File: src/qbp_pkg.sv
package qbp_pkg;
  localparam int QBP_PORTS = 3;
  localparam int QBP_WIDTH = 8;
  localparam logic [7:0] QBP_LATCH_RESET = 8'hff;
  localparam logic [2:0] QBP_FUNC_RESET = 3'h0;
  localparam logic [1:0] QBP_IDX_ONE = 2'h0;
  localparam logic [1:0] QBP_IDX_THREE = 2'h1;
  localparam logic [1:0] QBP_IDX_FOUR = 2'h2;

  // Function code per pin; the pin mode follows from it.
  typedef enum logic [2:0] {
    QBP_FN_GPIO = 3'h0,
    QBP_FN_SERIAL = 3'h1,
    QBP_FN_TWOWIRE = 3'h2,
    QBP_FN_ANALOG = 3'h3,
    QBP_FN_CNT_OUT = 3'h4,
    QBP_FN_CNT_IN = 3'h5
  } qbp_func_e;

  typedef enum logic [4:0] {
    QBP_MODE_QUASI = 5'h01,
    QBP_MODE_DRAIN = 5'h02,
    QBP_MODE_ANALOG = 5'h04,
    QBP_MODE_PUSH = 5'h08,
    QBP_MODE_INPUT = 5'h10
  } qbp_mode_e;

  typedef struct packed {
    logic lowDrive;
    logic highDrive;
    logic strongPull;
    logic weakPull;
  } qbp_drive_s;

  typedef struct packed {
    logic wrEn;
    logic [1:0] port;
    logic bitMode;
    logic [2:0] bitSel;
    logic [7:0] data;
  } qbp_write_s;

  typedef struct packed {
    logic [QBP_PORTS-1:0][QBP_WIDTH-1:0] latch;
    logic [QBP_PORTS-1:0][QBP_WIDTH-1:0] drvSrc;
    logic [QBP_PORTS-1:0][QBP_WIDTH-1:0] drvDly;
    logic [QBP_PORTS-1:0][QBP_WIDTH-1:0] pinSeen;
    logic [QBP_PORTS*QBP_WIDTH-1:0] lowDrive;
    logic [QBP_PORTS*QBP_WIDTH-1:0] highDrive;
    logic [QBP_PORTS*QBP_WIDTH-1:0] strongPull;
    logic [QBP_PORTS*QBP_WIDTH-1:0] weakPull;
    logic [7:0] readData;
  } qbp_state_s;
endpackage

File: src/qbp_port_pins.sv
// Notes on behaviour
// - After and during reset every pin is general I/O in input mode until software picks a function.
// - Each of the 24 pins takes its own function code, independent of all others.
// - The pin mode follows the function: quasi for I/O and serial, open drain for two-wire, analog, push-pull, input-only.
// - One latch register per port is written whole or one bit at a time.
// - A zero in the latch turns the low driver on and the high driver and pull-ups off.
// - A one releases the low driver, drives high for exactly one clock and enables the weak pull-ups.
// - The high pulse comes only on a zero-to-one change of the driving value, never on a repeated one.
// - After the pulse the weak pull-up stays on while the value is one, the strong one only while the pin also reads high.
// - The external address/data bus is never used as general I/O and is not handled here.
// - Reset sets every latch bit of all three ports to one.
// - Read-modify-write reads return the latch, all other reads return the sampled pin; a read of the unused port index returns zero.
// - When a resting-high pin is pulled low from outside, the stronger pull-up switches off.
module qbp_port_pins (
  input wire logic sys_clk,
  input wire logic resetn,
  input wire logic clkEn,
  input qbp_pkg::qbp_write_s wrReq,
  input wire logic [1:0] rdPort,
  input wire logic rdModifyWrite,
  input wire logic [qbp_pkg::QBP_PORTS*3*qbp_pkg::QBP_WIDTH-1:0] pinFunc,
  input wire logic [qbp_pkg::QBP_PORTS*qbp_pkg::QBP_WIDTH-1:0] altOut,
  input wire logic [qbp_pkg::QBP_PORTS*qbp_pkg::QBP_WIDTH-1:0] pinIn,
  output logic [7:0] readData,
  output logic [qbp_pkg::QBP_PORTS*qbp_pkg::QBP_WIDTH-1:0] lowDrive,
  output logic [qbp_pkg::QBP_PORTS*qbp_pkg::QBP_WIDTH-1:0] highDrive,
  output logic [qbp_pkg::QBP_PORTS*qbp_pkg::QBP_WIDTH-1:0] strongPull,
  output logic [qbp_pkg::QBP_PORTS*qbp_pkg::QBP_WIDTH-1:0] weakPull
);
  import qbp_pkg::*;

  localparam int NPIN = QBP_PORTS * QBP_WIDTH;

  qbp_state_s st;
  qbp_state_s next_st;
  qbp_mode_e pinMode [NPIN];
  qbp_drive_s pinDrv [NPIN];
  logic [NPIN-1:0] srcBit;

  // Each pin decodes its own function code, so no pin limits another.
  for (genvar i = 0; i < NPIN; i++) begin : g_pin
    logic [2:0] fn;
    logic src;
    logic dly;
    assign fn = pinFunc[3*i +: 3];
    always_comb begin
      case (qbp_func_e'(fn))
        QBP_FN_GPIO, QBP_FN_SERIAL: pinMode[i] = QBP_MODE_QUASI;
        QBP_FN_TWOWIRE: pinMode[i] = QBP_MODE_DRAIN;
        QBP_FN_ANALOG: pinMode[i] = QBP_MODE_ANALOG;
        QBP_FN_CNT_OUT: pinMode[i] = QBP_MODE_PUSH;
        QBP_FN_CNT_IN: pinMode[i] = QBP_MODE_INPUT;
        default: pinMode[i] = QBP_MODE_QUASI;
      endcase
    end
    // General I/O drives from the latch, serial and push-pull from the peripheral.
    assign srcBit[i] = (qbp_func_e'(fn) == QBP_FN_GPIO) ? st.latch[i/8][i%8] : altOut[i];
    assign src = st.drvSrc[i/8][i%8];
    assign dly = st.drvDly[i/8][i%8];
    always_comb begin
      pinDrv[i] = '0;
      case (pinMode[i])
        QBP_MODE_QUASI: begin
          pinDrv[i].lowDrive = !src;
          pinDrv[i].highDrive = src && !dly;
          pinDrv[i].weakPull = src;
          // The strong pull-up drops once the outside pulls a resting pin low.
          // The pin sample lags the drive by two edges, so right after the pulse a low sample is our own.
          pinDrv[i].strongPull = src && !(dly && !st.highDrive[i] && !st.pinSeen[i/8][i%8]);
        end
        QBP_MODE_DRAIN: begin
          pinDrv[i].lowDrive = !src;
          pinDrv[i].weakPull = src;
        end
        QBP_MODE_PUSH: begin
          pinDrv[i].lowDrive = !src;
          pinDrv[i].highDrive = src;
        end
        QBP_MODE_INPUT: begin
          // Input-only pins rest high on the pull-ups.
          pinDrv[i].weakPull = 1'b1;
          pinDrv[i].strongPull = st.pinSeen[i/8][i%8];
        end
        QBP_MODE_ANALOG: pinDrv[i] = '0;
        default: pinDrv[i] = '0;
      endcase
    end
  end

  always_comb begin
    next_st = st;
    if (wrReq.wrEn && wrReq.port <= QBP_IDX_FOUR) begin
      if (wrReq.bitMode) begin
        next_st.latch[wrReq.port][wrReq.bitSel] = wrReq.data[0];
      end else begin
        next_st.latch[wrReq.port] = wrReq.data;
      end
    end
    next_st.drvSrc = srcBit;
    next_st.drvDly = st.drvSrc;
    next_st.pinSeen = pinIn;
    for (int i = 0; i < NPIN; i++) begin
      next_st.lowDrive[i] = pinDrv[i].lowDrive;
      next_st.highDrive[i] = pinDrv[i].highDrive;
      next_st.strongPull[i] = pinDrv[i].strongPull;
      next_st.weakPull[i] = pinDrv[i].weakPull;
    end
    if (rdPort > QBP_IDX_FOUR) begin
      next_st.readData = 8'h00;
    end else if (rdModifyWrite) begin
      next_st.readData = st.latch[rdPort];
    end else begin
      next_st.readData = st.pinSeen[rdPort];
    end
  end

  // Reset state equals idle input mode: latch at one, pins resting on the pull-ups.
  always_ff @(posedge sys_clk or negedge resetn) begin
    if (!resetn) begin
      st.latch <= {QBP_PORTS{QBP_LATCH_RESET}};
      st.drvSrc <= '1;
      st.drvDly <= '1;
      st.pinSeen <= '1;
      st.lowDrive <= '0;
      st.highDrive <= '0;
      st.strongPull <= '1;
      st.weakPull <= '1;
      st.readData <= 8'h00;
    end else if (clkEn) begin
      st <= next_st;
    end
  end

  // The external bus pins never pass through this block.
  assign readData = st.readData;
  assign lowDrive = st.lowDrive;
  assign highDrive = st.highDrive;
  assign strongPull = st.strongPull;
  assign weakPull = st.weakPull;

  property p_pulse_one_cycle;
    @(posedge sys_clk) disable iff (!resetn)
      clkEn && highDrive[0] && pinMode[0] == QBP_MODE_QUASI ##1 clkEn |-> !highDrive[0];
  endproperty
  a_pulse_one_cycle: assert property (p_pulse_one_cycle) else $error("high pulse longer than one cycle");

  property p_pulse_on_rise;
    @(posedge sys_clk) disable iff (!resetn)
      clkEn && pinMode[0] == QBP_MODE_QUASI && st.drvSrc[0][0] && !st.drvDly[0][0] |=> highDrive[0] || !clkEn;
  endproperty
  a_pulse_on_rise: assert property (p_pulse_on_rise) else $error("no high pulse on rising value");

  property p_no_pulse_held;
    @(posedge sys_clk) disable iff (!resetn)
      clkEn && pinMode[0] == QBP_MODE_QUASI && st.drvDly[0][0] |=> !highDrive[0] || !clkEn;
  endproperty
  a_no_pulse_held: assert property (p_no_pulse_held) else $error("high pulse on repeated one");

  property p_low_exclusive;
    @(posedge sys_clk) disable iff (!resetn) lowDrive[5] |-> !highDrive[5] && !weakPull[5] && !strongPull[5];
  endproperty
  a_low_exclusive: assert property (p_low_exclusive) else $error("low driver with pull-up");

  property p_quasi_pull;
    @(posedge sys_clk) disable iff (!resetn)
      clkEn && pinMode[3] == QBP_MODE_QUASI && st.drvSrc[0][3] |=> weakPull[3] || !clkEn;
  endproperty
  a_quasi_pull: assert property (p_quasi_pull) else $error("weak pull-up missing while high");

  property p_write_full;
    @(posedge sys_clk) disable iff (!resetn)
      clkEn && wrReq.wrEn && !wrReq.bitMode && wrReq.port == QBP_IDX_THREE |=> st.latch[1] == $past(wrReq.data);
  endproperty
  a_write_full: assert property (p_write_full) else $error("port latch write lost");

  property p_rmw_read;
    @(posedge sys_clk) disable iff (!resetn)
      clkEn && rdModifyWrite && rdPort == QBP_IDX_ONE |=> readData == $past(st.latch[0]);
  endproperty
  a_rmw_read: assert property (p_rmw_read) else $error("modify read not from latch");

  property p_pin_read;
    @(posedge sys_clk) disable iff (!resetn)
      clkEn && !rdModifyWrite && rdPort == QBP_IDX_FOUR |=> readData == $past(st.pinSeen[2]);
  endproperty
  a_pin_read: assert property (p_pin_read) else $error("plain read not from pin");

  property p_strong_off;
    @(posedge sys_clk) disable iff (!resetn)
      clkEn && pinMode[7] == QBP_MODE_QUASI && st.drvSrc[0][7] && st.drvDly[0][7] && !highDrive[7]
        && !st.pinSeen[0][7] |=> !strongPull[7] || !clkEn;
  endproperty
  a_strong_off: assert property (p_strong_off) else $error("strong pull-up kept against low pin");

  property p_low_follow;
    @(posedge sys_clk) disable iff (!resetn)
      clkEn && pinMode[0] == QBP_MODE_QUASI && !st.drvSrc[0][0] |=> lowDrive[0];
  endproperty
  a_low_follow: assert property (p_low_follow) else $error("low driver missing for a zero");

  property p_analog_off;
    @(posedge sys_clk) disable iff (!resetn)
      clkEn && pinMode[0] == QBP_MODE_ANALOG |=> !lowDrive[0] && !highDrive[0] && !strongPull[0] && !weakPull[0];
  endproperty
  a_analog_off: assert property (p_analog_off) else $error("analog pin still driven");

  property p_drain_no_pulse;
    @(posedge sys_clk) disable iff (!resetn)
      clkEn && pinMode[1] == QBP_MODE_DRAIN |=> !highDrive[1] && !strongPull[1];
  endproperty
  a_drain_no_pulse: assert property (p_drain_no_pulse) else $error("open drain pin driven high");

  property p_push_drive;
    @(posedge sys_clk) disable iff (!resetn)
      clkEn && pinMode[4] == QBP_MODE_PUSH |=> highDrive[4] != lowDrive[4] && !strongPull[4] && !weakPull[4];
  endproperty
  a_push_drive: assert property (p_push_drive) else $error("push-pull pin not driven one way");

  // Input-only pins must never drive, whatever the peripheral output holds.
  property p_input_only;
    @(posedge sys_clk) disable iff (!resetn)
      clkEn && pinMode[6] == QBP_MODE_INPUT |=> weakPull[6] && !lowDrive[6] && !highDrive[6];
  endproperty
  a_input_only: assert property (p_input_only) else $error("input-only pin driven");
endmodule

File: config.mk
export PLATFORM = sky130hd
export DESIGN_NAME = qbp_port_pins
export DESIGN_NICKNAME = d
export VERILOG_FILES = /design/src/qbp_pkg.sv /design/src/qbp_port_pins.sv
export SDC_FILE = /design/constraint.sdc
export NUM_CORES = 1
export LEC_CHECK = 0
export BUFFER_PORTS_ARGS = -buffer_cell sky130_fd_sc_hd__buf_2
export CORE_ASPECT_RATIO = 1.1
export CORE_MARGIN = 5
export CORE_UTILIZATION = 30
export DETAILED_ROUTE_END_ITERATION = 8
export PLACE_DENSITY_LB_ADDON = 0.05
export SKIP_LAST_GASP = 1
export SYNTH_ARGS = -nofsm -noshare
export SYNTH_HDL_FRONTEND = slang
export SYNTH_SLANG_ARGS = --single-unit
File: constraint.sdc
create_clock -name sys_clk -period 1.5 [get_ports sys_clk]
set_input_delay 0.3 -clock sys_clk [delete_from_list [all_inputs] [get_ports sys_clk]]
set_output_delay 0.3 -clock sys_clk [all_outputs]
set_load 0.01 [all_outputs]
=== Yosys cells after proc, flatten, opt, wreduce, memory -nomap -nowiden ===
Index checks and enable logic that the tools add are counted.

* Flip-flop bits (word level): 200
* Output and inout bits: 104
* Input port bits: 141

* Reduce and logical (&&, ||, !) cells: 292
* Equality and inequality tests: 192
* Order comparisons: 7
* Multiplexer cells: 159

{| class="wikitable"
|+ Operator list
! kind !! number
|-
| one-hot mux 5 bit (4 select lines) || 24
|-
| == test 3 x 2 -> 1 bit (second input constant) || 48
|-
| == test 3 bit (second input constant) || 48
|-
| one-hot mux 1 bit (2 select lines) || 72
|-
| == test 5 x 1 -> 1 bit (second input constant) || 24
|-
| == test 5 x 2 -> 1 bit (second input constant) || 24
|-
| == test 5 x 4 -> 1 bit (second input constant) || 24
|-
| == test 5 bit (second input constant) || 24
|-
| logical NOT 1 bit || 120
|-
| logical AND 1 bit || 99
|-
| logical NOT 3 bit || 24
|-
| OR reduction 3 bit || 24
|-
| 2-to-1 mux 1 bit || 49
|-
| bitwise mux 24 bit || 2
|-
| 2-to-1 mux 8 bit || 6
|-
| OR reduction 2 bit || 24
|-
| binary-select mux 8 bit (select 2 bit) || 2
|-
| demux 8 bit (select 2 bit) || 2
|-
| 2-to-1 mux 24 bit || 1
|-
| < comparator 2 x 3 -> 1 bit (second input constant) || 2
|-
| < comparator 3 x 4 -> 1 bit (second input constant) || 1
|-
| demux 1 bit (select 3 bit) || 1
|-
| >= comparator 3 x 1 -> 1 bit (second input constant) || 1
|-
| >= comparator 2 x 1 -> 1 bit (second input constant) || 1
|-
| other kinds (3) || 3
|}

=== Longest topological paths before layout ===
Gate-level depths: netlist of the first run.

* Depth in word-level cells: 8
* Depth in mapped cells: 6
* Gate-level depth less buffers: 3

=== Least setup slack after synthesis of the first run ===
OpenSTA, ideal clock, no wires.

* Path kind: input port to flip-flop
* Start point: input port wrReq[10] in the netlist's numbering
* End point: register st[186] in the netlist's numbering
* Setup time: 85 ps
* Slack: 130 ps
* Stages on the path: 4
* Arrival: 1,285 ps
* Cell sequence: buf_6 > or3b_4 > a21oi_2 > mux2_1

* Longest elaborated chain between the ends: 8
* Elaborated cells on any way between the ends: 9
* Those cells by class: 2 x order compare; 6 x mux; 1 x reduce/logical

{| class="wikitable"
|+ RTL lines
! item !! line !! RTL
|-
| start: declaration || qbp_port_pins.sv:18 || <nowiki>input qbp_pkg::qbp_write_s wrReq,</nowiki>
|-
| < comparator 3 x 4 -> 1 bit (implied by the code) or >= comparator 3 x 1 -> 1 bit (tied branches) || qbp_port_pins.sv:94 || <nowiki>next_st.latch[wrReq.port][wrReq.bitSel] = wrReq.data[0];</nowiki>
|-
| logical AND 1 bit (implied by the code) || qbp_port_pins.sv:94 ||
|-
| 2-to-1 mux 1 bit (implied by the code) || qbp_port_pins.sv:94 ||
|-
| demux 1 bit (select 3 bit) * || qbp_port_pins.sv:94 ||
|-
| 2-to-1 mux 8 bit (implied by the code) * || qbp_port_pins.sv:94 ||
|-
| demux 8 bit (select 2 bit) * || qbp_port_pins.sv:94 ||
|-
| bitwise mux 24 bit * || qbp_port_pins.sv:94 ||
|-
| 2-to-1 mux 24 bit * || qbp_port_pins.sv:93 || <nowiki>if (wrReq.bitMode) begin</nowiki>
|-
| end signal: assignment || qbp_port_pins.sv:130 || <nowiki>st <= next_st;</nowiki>
|-
| end: declaration || qbp_port_pins.sv:34 || <nowiki>qbp_state_s st;</nowiki>
|}

Mark *: on every way between the ends. The rest lies on a longest branch, timed or not.
A chain may end at the register's enable or synchronous reset.

=== Final worst setup path of the first run ===
* Start point: register, netlist name strongPull[14]
* End point: output port strongPull[14] in the netlist's numbering

{| class="wikitable"
|+ RTL lines
! item !! line !! RTL
|-
| end: declaration || qbp_port_pins.sv:27 || <nowiki>output logic [qbp_pkg::QBP_PORTS*qbp_pkg::QBP_WIDTH-1:0] strongPull,</nowiki>
|}

No word-level cell between the ends.

==> results.sh, run 1 <==
export IMPL_p_total_mw=14.8
export IMPL_vdd_drop_max_uv=819
export IMPL_firstDrtPassIters=4
export IMPL_ctsResizeCount=0
export IMPL_flow_area_growth_from_synthesis_pct=14.5
export IMPL_fin_crit_ps=1430
export IMPL_path_clk_slew_ps=80
export IMPL_worst_path_buf_inv=1
export IMPL_cap_viol_max_count=0
export IMPL_worstPathRequired_ps=1200
export IMPL_synth_distinct_cells=52
export IMPL_critical_path_max_stage_delay_ps=560
export IMPL_fin_tns_setup_ps=0
export IMPL_swShare_pct=29.2
export IMPL_yosysSeqAreaShare_pct=45.1
export IMPL_clkLatencyLatePin_ps=450
export IMPL_rsz0062_at_grt="false"
export IMPL_drt_wl_total_um=32900
export IMPL_core_area_um2=38000
export IMPL_grt_ovfl_total=0
export IMPL_p_seq_share_pct=48.8
export IMPL_clock_fmax_mhz=697
export IMPL_crit_slowest_cell="dfstp_2"
export IMPL_synthesis_nets=1300
export IMPL_antenna_found_initial=4
export IMPL_clk_path_buf_depth=2
export IMPL_relSlewSlack_pct=74.6
export IMPL_syn_avg_cell_area_um2=9.92
export IMPL_start_kind="register"
export IMPL_drc=0
export IMPL_grt_pass1_vias=8697
export IMPL_reg2reg_depth=3
export IMPL_internal_power_mw=10.5
export IMPL_vias_per_cell=4.84
export IMPL_row_count=75
export IMPL_status="completed"
export IMPL_async_reset_ff_share_pct=100
export IMPL_p_per_area_nw_per_um2=1120
export IMPL_critPathArrivalTime_ps=1130
export IMPL_slew_violations=0
export IMPL_worst_slew_pin_slew_ps=370
export IMPL_worstPathCellList="buf_2"
export IMPL_drt_iter0_markers=299
export IMPL_cts_sinks=200
export IMPL_p_sw_mw=4.30
export IMPL_ys_seq_elements=200
export IMPL_synth_top_cell_area_share_pct=32.9
export IMPL_cp_end_kind="output port"
export IMPL_path_delay_family="flip-flops"
export IMPL_vias=8561
export IMPL_min_path_type="in -> reg"
export IMPL_cts_tree="yes"
export IMPL_finalSetupViolations=0
export IMPL_synth_area_um2=11500
export IMPL_worst_clock_skew_ps=10.5
export IMPL_ioPinCount=245
export IMPL_nets=1396
export IMPL_dp_hpwl_um=24800
export IMPL_die_h_um=215
export IMPL_wl_per_cell_um=18.6
export IMPL_die_w_um=197
export IMPL_initial_core_util_pct=30.3
export IMPL_post_cts_buffers=0
export IMPL_gr_usage_all_layers_pct=15.4
export IMPL_syn_inst=1159
export IMPL_route_antenna_remaining_nets=0
export IMPL_place_congestion=0.763
export IMPL_grt_max_degree=57
export IMPL_period_share_pct=95.7
export IMPL_yosys_warnings=0
export IMPL_final_util_pct=34.6
export IMPL_synthFlopType="dfstp_2"
export IMPL_synth_edf_count=0
export IMPL_hold_viol_final=0
export IMPL_leakage_nw=5.62
export IMPL_crit_fanout=2
export IMPL_grt_pass1_wl_um=51500
export IMPL_pwr_share_comb_pct=18.9
export IMPL_die_area_um2=42400
export IMPL_synth_largest_area_cell="dfstp_2"
export IMPL_synthTopCellsByArea="dfstp_2 33%, dfrtp_1 12%, buf_4 7.2%, mux2i_1 6.3%, a21oi_1 3.8%"
export IMPL_p_clk_share_pct=32.3
export IMPL_numPortBuffers=244
export IMPL_htree_levels=4
export IMPL_cts_buffers=17
export IMPL_crit_type="reg -> out"
export IMPL_clock_root_buffer="clkbuf_16"
export IMPL_critical_path_cell_count=1
export IMPL_drive_gt1_share_pct=39.5
export IMPL_whs_path_depth=2
[registers in the layout, indices dropped and copies added (netlist names)]
name	count
lowDrive	24
st	48
g_pin.src	24
weakPull	24
strongPull	24
readData	8
g_pin.dly	24
highDrive	24
[power groups by stage]
stage	clock, mW	combinational, mW	sequential, mW
4_1_cts	5.02	2.86	7.25
3_3_place_gp	0	2.82	7.34
3_5_place_dp	0	2.84	7.33
5_1_grt	5.22	3.12	7.35
6_report	4.76	2.79	7.20
2_1_floorplan	0	2.23	6.95
[repair_timing]
action | in CTS | in global routing
hold buffers | 1 | 0
endpoints found under the setup margin | 0 | 0
endpoints found under the hold margin | 12 | 0
[kinds of logic (layout without fill, tap and decap cells)]
group	count (synthesis)	count (layout)	share of synthesized area (%)
other	0	1	0
buffers and inverters	244	351	12.0
AND/OR/NAND/NOR	264	264	12.0
XOR/XNOR	24	24	1.83
multiplexers	123	123	11.3
flip-flops	200	200	45.1
AO/OA/AOI/OAI	304	304	17.8
[cell usage in the layout (no fill, tap or decap), types with 18 or more instances in the layout]
| cell type | n |
|---|---|
| buf_2 | 242 |
| dfstp_2 | 144 |
| a21oi_1 | 87 |
| mux2i_1 | 72 |
| nand2_1 | 63 |
| dfrtp_1 | 56 |
| nor2b_1 | 53 |
| nor2_1 | 50 |
| nor3_1 | 47 |
| inv_1 | 46 |
| o21ai_0 | 45 |
| mux2_2 | 34 |
| o2bb2ai_1 | 24 |
| o31ai_1 | 21 |
| a31oi_1 | 19 |
| o311ai_0 | 18 |
| o21a_1 | 18 |
[per-stage QoR]
step           worst slack, ps  instances  hold slack, ps  cell area, µm²
2_1_floorplan              130       1159            4.41           11500
3_3_place_gp             -14.5       1735             211           12600
3_5_place_dp             -25.3       1735             208           12600
4_1_cts                   14.4       1766            46.5           13200
5_1_grt                   9.99       1767            50.4           13200
6_report                  65.2       1767            79.5           13200
[cells in the mapped netlist, types with 6 or more instances]
cell type  number
nor2b_1        53
nor3_1         47
nor3b_1        11
xnor2_1        17
a31oi_1        19
xor2_1          7
nand3_1        13
nand2_1        63
dfrtp_1        56
dfstp_2       144
a31o_2          7
o221ai_1       13
o31ai_1        21
a211oi_1        6
inv_1          46
buf_4         110
a21oi_1        87
mux2_1         17
o311ai_0       18
o41ai_1         7
o21ai_0        45
o2bb2ai_1      24
clkbuf_1       60
a21oi_2         6
mux2i_1        72
buf_2          19
a22oi_1         8
o21a_1         18
mux2_2         34
a21o_1          6
nor2_1         50
nand4b_1       11
[worst register-to-register path, delay by kind of cell (launching register included)]
kind	cells	cell delay [ps]
DFF	1	390
AOI/OAI and AO/OA	2	390
muxes	1	320
[path summary, 6_finish.rpt]
path | start | to | slack (ps)
min in group asynchronous | resetn | lowDrive[3] | 350
setup / recovery | strongPull[14] | strongPull[14] | 70
hold / removal | pinIn[16] | st[120] | 80
hold reg to reg | weakPull[6] | weakPull[6] | 460
setup reg to reg | st[193] | readData[1] | 280
max in group asynchronous | resetn | strongPull[0] | 530
[layout make-up]
class                           instances  area [µm²]
Sequential cell                       200        5180
Multi-Input combinational cell        715        4930
Timing Repair Buffer                  274        1650
Clock buffer                           23         498
Inverter                               47         178
Clock inverter                          7        92.6
Antenna cell                            1        2.50
Fill cell                            3909       24800
Tap cell                              500         626
[layer usage]
metal  wire length (µm)  vias to the layer above  global-route usage [%]
met5                 54                        -                       0
met4                558                        6                    4.67
met3               1250                       34                    3.13
met2              15200                      153                    24.2
met1              15900                     4143                    21.4
li1                   -                     4225                       -
No activity file was read; power rests on OpenSTA's default activity.
==> run 2, diff against run 1 <==
==> constraint.sdc (replaced) <==
create_clock -name sys_clk -period 1.2 [get_ports sys_clk]
set_input_delay 0.24 -clock sys_clk [delete_from_list [all_inputs] [get_ports sys_clk]]
set_output_delay 0.24 -clock sys_clk [all_outputs]
set_load 0.05 [all_outputs]
==> results.sh, run 2 (synthesized netlist as in run 1, its figures left out) <==
export IMPL_status="finished, violations left"
export IMPL_violations="setup timing"
export IMPL_die_area_um2=42400
export IMPL_rsz0062_at_grt="true"
export IMPL_nets=1500
export IMPL_firstDrtPassIters=5
export IMPL_worst_slack_ps=-199
export IMPL_worst_slew_pin_slew_ps=313
export IMPL_row_count=75
export IMPL_placed_cells=1785
export IMPL_clkLatencyLatePin_ps=440
export IMPL_clk_path_buf_depth=2
export IMPL_worstPathRequired_ps=960
export IMPL_cp_end_kind="output port"
export IMPL_wl_met1_um=15500
export IMPL_clock_fmax_mhz=715
export IMPL_drc=0
export IMPL_ioPinCount=245
export IMPL_largest_register="st"
export IMPL_cts_tree="yes"
export IMPL_vdd_drop_max_uv=1010
export IMPL_largest_reg_flops=48
export IMPL_grt_max_degree=46
export IMPL_critical_path_max_stage_delay_ps=570
export IMPL_crit_slowest_cell="dfstp_2"
export IMPL_vias=8965
export IMPL_p_per_area_nw_per_um2=1420
export IMPL_cap_viol_max_count=0
export IMPL_route_antenna_remaining_nets=0
export IMPL_flow_area_growth_from_synthesis_pct=29.1
export IMPL_wl_met3_um=1420
export IMPL_hold_viol_final=0
export IMPL_vias_per_cell=4.78
export IMPL_path_delay_family="flip-flops"
export IMPL_grt_pass1_wl_um=54300
export IMPL_route_met2_wl_um=16800
export IMPL_worst_path_buf_inv=1
export IMPL_crit_type="reg -> out"
export IMPL_design_area_um2=14900
export IMPL_antenna_found_initial=7
export IMPL_min_path_type="in -> reg"
export IMPL_die_h_um=215
export IMPL_start_kind="register"
export IMPL_drt_wl_total_um=34400
export IMPL_placed_area_um2=13000
export IMPL_slew_violations=0
export IMPL_htree_levels=4
export IMPL_path_clk_slew_ps=80
export IMPL_fin_crit_ps=1400
export IMPL_core_area_um2=38000
export IMPL_reg2reg_setup_slack_ps=50
export IMPL_crit_fanout=2
export IMPL_place_congestion=0.794
export IMPL_numPortBuffers=244
export IMPL_worst_clock_skew_ps=11.3
export IMPL_clock_root_buffer="clkbuf_16"
export IMPL_finalNonFillerCells=1876
export IMPL_grt_pass1_vias=9215
export IMPL_worstPathCellList="buf_8"
export IMPL_leakage_nw=6.37
export IMPL_gr_usage_all_layers_pct=16.2
export IMPL_dp_hpwl_um=26000
export IMPL_wl_per_cell_um=18.3
export IMPL_relSlewSlack_pct=78.9
export IMPL_critPathArrivalTime_ps=1160
export IMPL_drt_iter0_markers=314
export IMPL_most_common_layout_cells="144 x dfstp_2, 138 x buf_2, 109 x buf_4"
export IMPL_mostFrequentLayoutCell="dfstp_2"
export IMPL_drive_gt1_share_pct=44.2
export IMPL_highest_layer="met5"
export IMPL_cts_buffers=17
export IMPL_initial_core_util_pct=30.3
export IMPL_period_share_pct=117
export IMPL_grt_ovfl_total=0
export IMPL_die_w_um=197
export IMPL_finalSetupViolations=104
export IMPL_cts_sinks=200
run 2: cell types whose count changed in the layout (fill, tap and decap cells not counted), moves of 3 or more:
cell,change
buf_12,+4
buf_6,+56
diode_2,+3
o311ai_0,-12
dlygate4sd3_1,+5
buf_8,+47
o311ai_1,+12
mux2_1,-4
buf_2,-104
buf_4,+95
mux2_4,+5
run 2: path summary, 6_finish.rpt:
| check | start | to | depth (start not counted) |
|---|---|---|---|
| worst max-delay path | strongPull[16] | strongPull[16] | 1 |
| worst min-delay path | pinIn[17] | st[121] | 2 |
| worst max register to register | st[127] | readData[7] | 4 |
| worst min register to register | weakPull[6] | weakPull[6] | 2 |
| max in group asynchronous | resetn | strongPull[16] | 3 |
| min in group asynchronous | resetn | lowDrive[19] | 2 |
run 2: metrics by stage:
stage | hold WS [ps] | total power [mW] | setup TNS, ps | setup WS (ps) | utilization, %
finish | 32.7 | 21.1 | -10600 | -199 | 39.1
global route | 11.8 | 22.3 | -16010 | -262 | 39.1
CTS | 0.676 | 21.4 | -14980 | -253 | 38.9
detailed placement | 143 | 14.4 | -3960 | -213 | 34.2
global placement | 144 | 14.4 | -3750 | -212 | 34.2
floorplan | -55.6 | 13.0 | -435 | -83.7 | -
run 2: cell type report:
cell class / count / area (µm²)
Antenna cell: 4 / 10.0
Clock buffer: 21 / 460
Clock inverter: 11 / 100
Fill cell: 3847 / 23200
Inverter: 47 / 178
Multi-Input combinational cell: 715 / 4970
Sequential cell: 200 / 5180
Tap cell: 500 / 626
Timing Repair Buffer: 378 / 3330
run 2: routing by layer:
metal / up-vias / global-route usage [%]
met2: 165 / 27.1
met5: - / 0
met4: 6 / 4.32
met3: 29 / 3.34
met1: 4335 / 21.5
li1: 4430 / -
run 2: repair_timing:
| action | in CTS | in global routing |
|---|---|---|
| hold endpoints to repair | 69 | 0 |
| pin swaps | 0 | 3 |
| hold buffers | 6 | 0 |
| setup endpoints to repair | 104 | 122 |
| gates resized for setup | 256 | 15 |
| setup buffers | 42 | 7 |
run 2: power breakdown:
| part | internal (mW) | switching (mW) | total (mW) |
|---|---|---|---|
| registers | 8.14 | 0.935 | 9.07 |
| clock network | 2.97 | 2.75 | 5.73 |
| logic | 2.80 | 3.50 | 6.30 |
| total | 13.9 | 7.19 | 21.1 |
==> run 3, diff against run 2 <==
--- a/config.mk
+++ b/config.mk
@@ -5,6 +5,7 @@
 export SDC_FILE = /design/constraint.sdc
 export NUM_CORES = 1
 export LEC_CHECK = 0
+export ABC_AREA = 1
 export BUFFER_PORTS_ARGS = -buffer_cell sky130_fd_sc_hd__buf_2
 export CORE_ASPECT_RATIO = 1.1
 export CORE_MARGIN = 5
==> results.sh, run 3 <==
export IMPL_yosys_top_cells_count="423 x nand2_1, 224 x inv_1, 190 x o21ai_0"
export IMPL_relSlewSlack_pct=72.3
export IMPL_die_area_um2=41800
export IMPL_largest_reg_flops=48
export IMPL_rsz0062_at_grt="true"
export IMPL_grt_pass1_wl_um=56100
export IMPL_synth_largest_area_cell="dfstp_2"
export IMPL_worst_path_buf_inv=1
export IMPL_firstDrtPassIters=5
export IMPL_route_antenna_remaining_nets=0
export IMPL_p_clk_share_pct=30.1
export IMPL_drt_wl_total_um=35900
export IMPL_leakage_nw=7.37
export IMPL_cts_sinks=200
export IMPL_place_congestion=0.815
export IMPL_n_fill_cell=3909
export IMPL_fin_crit_ps=1410
export IMPL_worstPathCellList="buf_8"
export IMPL_start_kind="register"
export IMPL_use_met1_pct=22.2
export IMPL_die_h_um=214
export IMPL_dp_hpwl_um=28000
export IMPL_clk_path_buf_depth=2
export IMPL_cts_tree="yes"
export IMPL_wl_per_cell_um=15.9
export IMPL_vias_per_cell=4.53
export IMPL_drc=0
export IMPL_row_count=74
export IMPL_async_reset_ff_share_pct=100
export IMPL_grt_use_met2_pct=29.0
export IMPL_hold_viol_final=0
export IMPL_gr_usage_all_layers_pct=17.0
export IMPL_clkLatencyLatePin_ps=440
export IMPL_cap_viol_max_count=0
export IMPL_min_to="lowDrive[23]"
export IMPL_use_met3_pct=3.27
export IMPL_clock_fmax_mhz=708
export IMPL_drt_iter0_markers=480
export IMPL_min_path_type="in -> reg"
export IMPL_numPortBuffers=244
export IMPL_die_w_um=195
export IMPL_p_sw_mw=7.29
export IMPL_synthesis_nets=1658
export IMPL_vias=10300
export IMPL_swShare_pct=33.9
export IMPL_htree_levels=4
export IMPL_crit_slowest_cell="dfstp_2"
export IMPL_mostFrequentLayoutCell="nand2_1"
export IMPL_vdd_drop_max_uv=988
export IMPL_synth_distinct_cells=30
export IMPL_critical_path_cell_count=1
export IMPL_status="finished, violations left"
export IMPL_finalSetupViolations=104
export IMPL_rr_startpoint="st[124]"
export IMPL_p_per_area_nw_per_um2=1460
export IMPL_yosysSeqAreaShare_pct=45.7
export IMPL_ys_seq_elements=200
export IMPL_path_clk_slew_ps=80
export IMPL_synth_most_common_cell="nand2_1"
export IMPL_most_common_layout_cells="423 x nand2_1, 222 x inv_1, 190 x o21ai_0"
export IMPL_clock_root_buffer="clkbuf_16"
export IMPL_largest_register="st"
export IMPL_critPathArrivalTime_ps=1170
export IMPL_nets=1896
export IMPL_synth_edf_count=0
export IMPL_reg2reg_depth=4
export IMPL_worstPathRequired_ps=960
export IMPL_fin_tns_setup_ps=-11450
export IMPL_grt_max_degree=52
export IMPL_whs_path_depth=2
export IMPL_critical_path_max_stage_delay_ps=570
export IMPL_syn_avg_cell_area_um2=7.47
export IMPL_place_ws_ps=-21.3
export IMPL_worst_slack_ps=-212
export IMPL_ioPinCount=245
export IMPL_grt_ovfl_total=0
export IMPL_yosys_warnings=0
export IMPL_worst_clock_skew_ps=6.07
export IMPL_p_seq_share_pct=41.3
export IMPL_whs_ps=31.7
export IMPL_period_share_pct=118
export IMPL_violations="setup timing"
export IMPL_internal_power_mw=14.2
export IMPL_cts_buffers=17
export IMPL_worst_slew_pin_slew_ps=411
export IMPL_initial_core_util_pct=30.4
export IMPL_synth_area_um2=11300
export IMPL_syn_inst=1517
export IMPL_core_area_um2=37200
export IMPL_cp_end_kind="output port"
export IMPL_path_delay_family="flip-flops"
export IMPL_reg2reg_to="readData[4]"
export IMPL_grt_pass1_vias=10200
export IMPL_worstHoldStart="pinFunc[69]"
export IMPL_drive_gt1_share_pct=30.7
export IMPL_crit_type="reg -> out"
export IMPL_antenna_found_initial=5
export IMPL_synthFlopType="dfstp_2"
export IMPL_crit_fanout=2
export IMPL_synthTopCellsByArea="dfstp_2 33%, nand2_1 14%, dfrtp_1 12%, o21ai_0 8.4%, inv_1 7.4%"
export IMPL_pwr_share_comb_pct=28.5
export IMPL_slew_violations=0
export IMPL_reg2reg_setup_slack_ps=40
export IMPL_grt_busiest_layer="met2"
export IMPL_flow_area_growth_from_synthesis_pct=30.2
export IMPL_synth_top_cell_area_share_pct=33.4
[run 3: layout make-up]
| cell class | instances | area [µm²] | share of cell area [%] |
|---|---|---|---|
| clock buffers | 18 | 439 | 2.98 |
| well taps | 494 | 618 | 4.19 |
| multi-input cells | 943 | 4290 | 29.1 |
| inverters | 227 | 855 | 5.79 |
| clock inverters | 14 | 204 | 1.38 |
| diodes | 2 | 5.00 | 0.0339 |
| flip-flops and latches | 200 | 5190 | 35.1 |
| repair buffers | 366 | 3160 | 21.4 |
[run 3: worst max-delay path by stage]
stage / from / end
finish: weakPull[15] / weakPull[15]
global route: strongPull[3] / strongPull[3]
CTS: strongPull[15] / strongPull[15]
detailed placement: clkEn / weakPull[0]
global placement: wrReq[10] / st[179]
floorplan: rdPort[0] / readData[0]
[run 3: routing by layer]
| metal | up-vias | wire, µm |
|---|---|---|
| li1 | 5223 | - |
| met1 | 4768 | 16500 |
| met5 | - | 69 |
| met3 | 42 | 1460 |
| met2 | 207 | 17300 |
| met4 | 10 | 582 |
[run 3: cells by family (layout without fill, tap and decap cells)]
kind of cell | Yosys count | after routing | share of synthesized area, %
and+or+nand+nor | 666 | 666 | 24.6
buffers and inverters | 374 | 625 | 16.4
DFF | 200 | 200 | 45.7
AOI/OAI and AO/OA | 277 | 277 | 13.3
other | 0 | 2 | 0
[run 3: power by group through the flow]
stage	Clock, mW	Combinational, mW	Sequential, mW
after global placement	0	5.24	8.87
after floorplan	0	4.11	8.59
after global routing	6.98	6.68	9.02
after detailed placement	0	5.25	8.85
after CTS	6.73	6.17	8.90
final	6.48	6.14	8.89
[run 3: stage by stage]
stage                     utilization [%]  instance area, µm²  instances  total power, mW
after CTS                            39.4               14700       2251             21.8
after global placement               34.6               12900       2183             14.1
after global routing                 39.6               14800       2262             22.7
final                                39.6               14800       2264             21.5
after floorplan                         -               11300       1517             12.7
after detailed placement             34.6               12900       2183             14.1
[run 3: repair_timing]
action / CTS / global route
hold endpoints to repair: 78 / 0
buffers inserted: 22 / 11
pin swaps: 0 / 4
resized for setup: 257 / 2
hold buffers: 14 / 0
setup endpoints to repair: 104 / 106
